File: src/core/chgevt_pkg.sv
// Package: register map, field positions and reset values of the charger event block.
package chgevt_pkg;
  localparam logic [7:0] CHGEVT_ADDR_FLAGS = 8'hD0;
  localparam logic [7:0] CHGEVT_ADDR_MASK = 8'hD1;
  localparam logic [7:0] CHGEVT_FLAGS_RESET = 8'h00;
  localparam logic [7:0] CHGEVT_MASK_RESET = 8'h00;
  // Bit 0 of both registers is reserved and reads as zero.
  localparam logic [7:0] CHGEVT_IMPL_BITS = 8'hFE;
  localparam int CHGEVT_BIT_BATOV = 1;
  localparam int CHGEVT_BIT_TEMP = 2;
  localparam int CHGEVT_BIT_DONE = 3;
  localparam int CHGEVT_BIT_INDET = 4;
  localparam int CHGEVT_BIT_BATTERY_PRESENCE_EVENT = 5;
  localparam int CHGEVT_BIT_ILIM = 6;
  localparam int CHGEVT_BIT_INOV = 7;
  localparam int CHGEVT_STATE_W = 4;
endpackage

File: src/core/chgevt_edge.sv
// Edge detector for one level input: reports rising and falling edges on separate outputs.
`timescale 1ns/1ps
`default_nettype none
module chgevt_edge (
  input wire logic clk,
  input wire logic rst,
  input wire logic level,
  output logic rise,
  output logic fall
);
  logic last_q;
  logic last_d;

  always_comb begin
    last_d = level;
  end

  always_ff @(posedge clk or posedge rst) begin
    if (rst) begin
      last_q <= 1'b0;
    end else begin
      last_q <= last_d;
    end
  end

  assign rise = level & ~last_q;
  assign fall = ~level & last_q;
endmodule // chgevt_edge
`default_nettype wire

File: src/core/chgevt_flags.sv
// Charger event flag and mask registers with the masked interrupt output.
`timescale 1ns/1ps
`default_nettype none
module chgevt_flags
  import chgevt_pkg::*;
(
  input wire logic clk,
  input wire logic rst,
  input wire logic [7:0] reg_addr,
  input wire logic reg_rd,
  input wire logic reg_wr,
  input wire logic [7:0] reg_wdata,
  output logic [7:0] reg_rdata,
  input wire logic battery_overvoltage,
  input wire logic battery_temp_fault,
  input wire logic battery_above_float,
  input wire logic charge_current_below_eoc,
  input wire logic [CHGEVT_STATE_W-1:0] charger_state_field,
  input wire logic state_report_select,
  input wire logic input_source_valid,
  input wire logic battery_above_trickle,
  input wire logic input_current_limit,
  input wire logic input_overvoltage,
  output logic irq
);
  logic [7:0] flags_q;
  logic [7:0] flags_d;
  logic [7:0] mask_q;
  logic [7:0] mask_d;
  logic [7:0] rdata_q;
  logic [7:0] rdata_d;
  logic [CHGEVT_STATE_W-1:0] state_q;
  logic [CHGEVT_STATE_W-1:0] state_d;
  logic done_q;
  logic done_d;
  logic in_rise, in_fall, bat_rise, bat_fall;
  logic [7:0] events;
  logic done_now;
  logic rd_flags;

  chgevt_edge u_in_edge (
    .clk(clk), .rst(rst), .level(input_source_valid),
    .rise(in_rise), .fall(in_fall)
  );
  chgevt_edge u_bat_edge (
    .clk(clk), .rst(rst), .level(battery_above_trickle),
    .rise(bat_rise), .fall(bat_fall)
  );

  // Completion is taken on its rising edge so a steady done condition
  // cannot keep refilling the flag after software clears it.
  assign done_now = battery_above_float & charge_current_below_eoc;
  assign rd_flags = reg_rd && (reg_addr == CHGEVT_ADDR_FLAGS);

  always_comb begin
    events = 8'h00;
    events[CHGEVT_BIT_BATOV] = battery_overvoltage;
    events[CHGEVT_BIT_TEMP] = battery_temp_fault;
    if (state_report_select) begin
      events[CHGEVT_BIT_DONE] = (charger_state_field != state_q);
    end else begin
      events[CHGEVT_BIT_DONE] = done_now & ~done_q;
    end
    events[CHGEVT_BIT_INDET] = in_rise | in_fall;
    events[CHGEVT_BIT_BATTERY_PRESENCE_EVENT] = bat_rise | bat_fall;
    events[CHGEVT_BIT_ILIM] = input_current_limit;
    events[CHGEVT_BIT_INOV] = input_overvoltage;
  end

  always_comb begin
    state_d = charger_state_field;
    done_d = done_now;
    flags_d = rd_flags ? CHGEVT_FLAGS_RESET : flags_q;
    flags_d = (flags_d | events) & CHGEVT_IMPL_BITS;
    mask_d = mask_q;
    if (reg_wr && (reg_addr == CHGEVT_ADDR_MASK)) begin
      mask_d = reg_wdata & CHGEVT_IMPL_BITS;
    end
    rdata_d = rdata_q;
    if (reg_rd) begin
      unique case (reg_addr)
        CHGEVT_ADDR_FLAGS: rdata_d = flags_q;
        CHGEVT_ADDR_MASK: rdata_d = mask_q;
        default: rdata_d = 8'h00;
      endcase
    end
  end

  always_ff @(posedge clk or posedge rst) begin
    if (rst) begin
      flags_q <= CHGEVT_FLAGS_RESET;
      mask_q <= CHGEVT_MASK_RESET;
      rdata_q <= 8'h00;
      state_q <= '0;
      done_q <= 1'b0;
    end else begin
      flags_q <= flags_d;
      mask_q <= mask_d;
      rdata_q <= rdata_d;
      state_q <= state_d;
      done_q <= done_d;
    end
  end

  assign reg_rdata = rdata_q;
  assign irq = |(flags_q & ~mask_q);
endmodule // chgevt_flags
`default_nettype wire

File: config.mk
export PLATFORM = sky130hd
export DESIGN_NAME = chgevt_flags
export DESIGN_NICKNAME = d
export VERILOG_FILES = /design/src/core/chgevt_pkg.sv /design/src/core/chgevt_edge.sv /design/src/core/chgevt_flags.sv
export SDC_FILE = /design/constraint.sdc
export NUM_CORES = 1
export LEC_CHECK = 0
export BUFFER_PORTS_ARGS = -buffer_cell sky130_fd_sc_hd__buf_2
export CELL_PAD_IN_SITES_DETAIL_PLACEMENT = 0
export CELL_PAD_IN_SITES_GLOBAL_PLACEMENT = 2
export CORE_ASPECT_RATIO = 0.6
export CORE_MARGIN = 2
export CORE_UTILIZATION = 33
export CTS_CLUSTER_DIAMETER = 30
export DETAILED_ROUTE_END_ITERATION = 6
export PLACE_DENSITY_LB_ADDON = 0.1
export SLEW_MARGIN = 20
export SYNTH_ARGS = -nofsm -noshare
export SYNTH_HDL_FRONTEND = slang
export SYNTH_SLANG_ARGS = --single-unit
export TNS_END_PERCENT = 20
File: constraint.sdc
create_clock -name clk -period 2.1 [get_ports clk]
set_input_delay 0.105 -clock clk [delete_from_list [all_inputs] [get_ports clk]]
set_output_delay 0.105 -clock clk [all_outputs]
set_load 0.005 [all_outputs]
==> reports/metrics.csv <==
metric,value,unit
nets,178,
CP top delay family,simple AND/OR/NAND/NOR gates,
CP Max Fanout,6,
"CTS clk-pin slew, worst paths",0.09,ns
crit path DAT,1.68,ns
R2R Setup Slk,1.02,ns
TritonRoute pass-1 iters,4,
vias in the first global route,870,
hold depth,2,
Finish-stage setup viols,0,
Setup Buffers After CTS,0,
Critical R2R Launch,state_q[0],
Synth area leader,dfrtp_1,
largest net degree at the start of global routing,29,
H-Tree Depth,1,
main area contributors after synthesis,"dfrtp_1 58%, mux2_2 13%, o2bb2ai_1 5.1%",
# DRC,0,
first-pass GRT wire length,4491,um
Max Cap Violations,0,
Required @ worst endpoint,2.27,ns
Final period util,0.7192,
synthesized area,1212,sq um
clock buffer count from CTS,3,
Root Buffer,clkbuf_8,
RSZ-0062 raised after global routing,no,
Hold Startpoint,battery_overvoltage,
register area share after synthesis,0.5779,
Final Hold Vio Count,0,
DR vias,858,
Pleak,0.7332,nW
die area,4191,sq um
post-synthesis adder-cell area fraction,0,
mux cell area share after synthesis,0.1300,
Yosys reg bits,28,
Max IR drop VDD,0.2920,mV
post-synth top area share,0.5779,
P&R area growth vs syn,29.82,%
Routed wire per std cell,14.14,um
XOR/XNOR share of the synthesized area,0.04334,
core area,3383,sq um
antenna cells,0,
crit-path max cell delay,0.55,ns
Critical path buffers and inverters,2,
IO Port Bufs,39,
status,completed,
hold worst-path end,flags_q[1],
reg-to-reg critical path endpoint,flags_q[3],
IO Count,42,
Setup TNS,0,ns
main combinational cell family by area after synthesis,multiplexers,
gr ovfl total,0,
cells along the critical path,buf_2 -> or4b_4 -> or4_1 -> buf_4 -> a21o_1,
initial core utilization,0.3584,
Synth Instances,96,
CP Capture Type,flip-flop,
Mapped Nets,129,
Placer Congestion,0.7170,
final instance area,1574,sq um
max-slew violation count,0,
Area after DPL,1463,sq um
compound-gate portion of the synthesized area,0.1176,
slowest CP cell,or4_1,
row cnt,16,
Post-Synth Simple-Gate Area,0.08359,
Initial DRC Count,19,
Startpoint Class,input pin,
"Warnings, synthesis",0,
Hold Crit Class,in2reg,
drt total wl,2658,um
PwrDens,603.7,nW/um^2
Final Skew,0.003099,ns
Max Fclk,662.1,MHz
Chip Width,82.25,um
Sink Count,28,
GRT Resource Usage Total,0.1489,
clk_lat worst skew,0.27,ns
clk buf depth,2,
Cell variety after synth,25,
average cell area after synthesis,12.63,sq um
CP Class,in2reg,
Final HPWL DP,1976,um
via-per-instance ratio,4.564,
CTS tree,yes,
reg2reg path depth,3,
min cycle time layout,1.510,ns
Detail Route Antenna Nets,0,
fraction of layout cells with a size suffix above 1,0.4336,
Die Ht,50.95,um
initial antenna violation count,0,
==> synth_stat cells <==
cell and n:
or4_1 1, buf_2 1, a22oi_1 1, or4b_4 1, mux2_2 14, xnor2_1 4
conb_1 1, a21o_1 6, clkbuf_1 3, dfrtp_1 28, o2111ai_1 1, xor2_1 2
a221o_1 1, o2bb2ai_1 7, buf_4 1, nand2_1 8, and2_1 1, nand3b_1 1
a222oi_1 1, nand2b_1 1, nor3_2 1, nand4_1 1, inv_1 8, nor3b_1 1
or2_2 1
==> registers in the layout (all words and copies together) (netlist names) <==
signal and count:
done_q 1, u_in_edge.last_q 1, flags_q 7, state_q 4
mask_q 7, reg_rdata 7, u_bat_edge.last_q 1
==> logic make-up after synthesis <==
kind of cell | after synthesis
flip-flops | 28
AO/OA/AOI/OAI | 17
AND/OR/NAND/NOR | 17
multiplexers | 14
buffers and inverters | 13
XOR/XNOR | 6
other | 1
==> cell type report <==
class,count,area (sq um)
flip-flops and latches,28,700.7
well taps,45,56.30
multi-input cells,55,457.9
fillers,316,1809
inverters,8,30.03
clock buffers,3,41.29
repair buffers,49,287.8
==> cell usage in the layout (no fill, tap or decap) <==
cell / netlist / routed
buf_2: 1 / 39
xnor2_1: 4 / 4
a21o_1: 6 / 6
a22oi_1: 1 / 1
dfrtp_1: 28 / 28
mux2_2: 14 / 14
or4_1: 1 / 1
a222oi_1: 1 / 1
or4b_4: 1 / 1
o2111ai_1: 1 / 1
dlygate4sd3_1: 0 / 7
or2_2: 1 / 1
nor3b_1: 1 / 1
xor2_1: 2 / 2
buf_4: 1 / 3
o2bb2ai_1: 7 / 7
nor3_2: 1 / 1
and2_1: 1 / 1
clkbuf_8: 0 / 3
inv_1: 8 / 8
nand2_1: 8 / 8
a221o_1: 1 / 1
nand4_1: 1 / 1
nand3b_1: 1 / 1
conb_1: 1 / 1
nand2b_1: 1 / 1
==> power breakdown <==
group          switching [mW]  internal (mW)  leakage, nW
Sequential            0.00843          0.553        0.338
Combinational          0.0452         0.0575        0.373
Clock                   0.158          0.129       0.0216
==> worst max path at each step <==
stage | to | start | slack (ns) | cells past startpoint
after global routing | irq | flags_q[3] | 0.55 | 3
after floorplan | flags_q[3] | reg_addr[1] | 0.40 | 4
after CTS | flags_q[6] | reg_addr[1] | 0.59 | 5
final | flags_q[7] | reg_addr[1] | 0.59 | 5
after global placement | flags_q[7] | reg_addr[1] | 0.31 | 5
after detailed placement | flags_q[3] | reg_addr[1] | 0.29 | 4
==> what timing repair did <==
item	in CTS	in global routing
gates resized for setup	0	0
hold endpoints to repair	34	0
hold buffers	7	0
==> worst register-to-register path: cells and delay by family (launching register included) <==
family | cells | cell delay (ns)
flops | 1 | 0.39
compound gates | 1 | 0.30
xor+xnor | 1 | 0.16
simple gates | 1 | 0.13
==> metal layers <==
layer | up-vias | part of all wire | GRT usage
met5 | - | 0 | 0
met4 | 0 | 0.0049 | 0.02500
met3 | 2 | 0.083 | 0.05300
met2 | 33 | 0.38 | 0.1801
met1 | 395 | 0.53 | 0.2460
li1 | 428 | - | -
==> through the flow <==
stage	instances	util	hold slack [ns]	setup slack, ns	power, mW
after CTS	188	0.4652	0.003328	0.5889	0.9618
final	188	0.4652	0.004977	0.5896	0.9503
after floorplan	96	-	0.1364	0.3978	0.6222
after global routing	188	0.4652	0.002009	0.5474	1.013
after global placement	178	0.4323	0.1880	0.3099	0.6641
after detailed placement	178	0.4323	0.1880	0.2870	0.6663
Note: power is estimated with default switching activity, not from simulation.
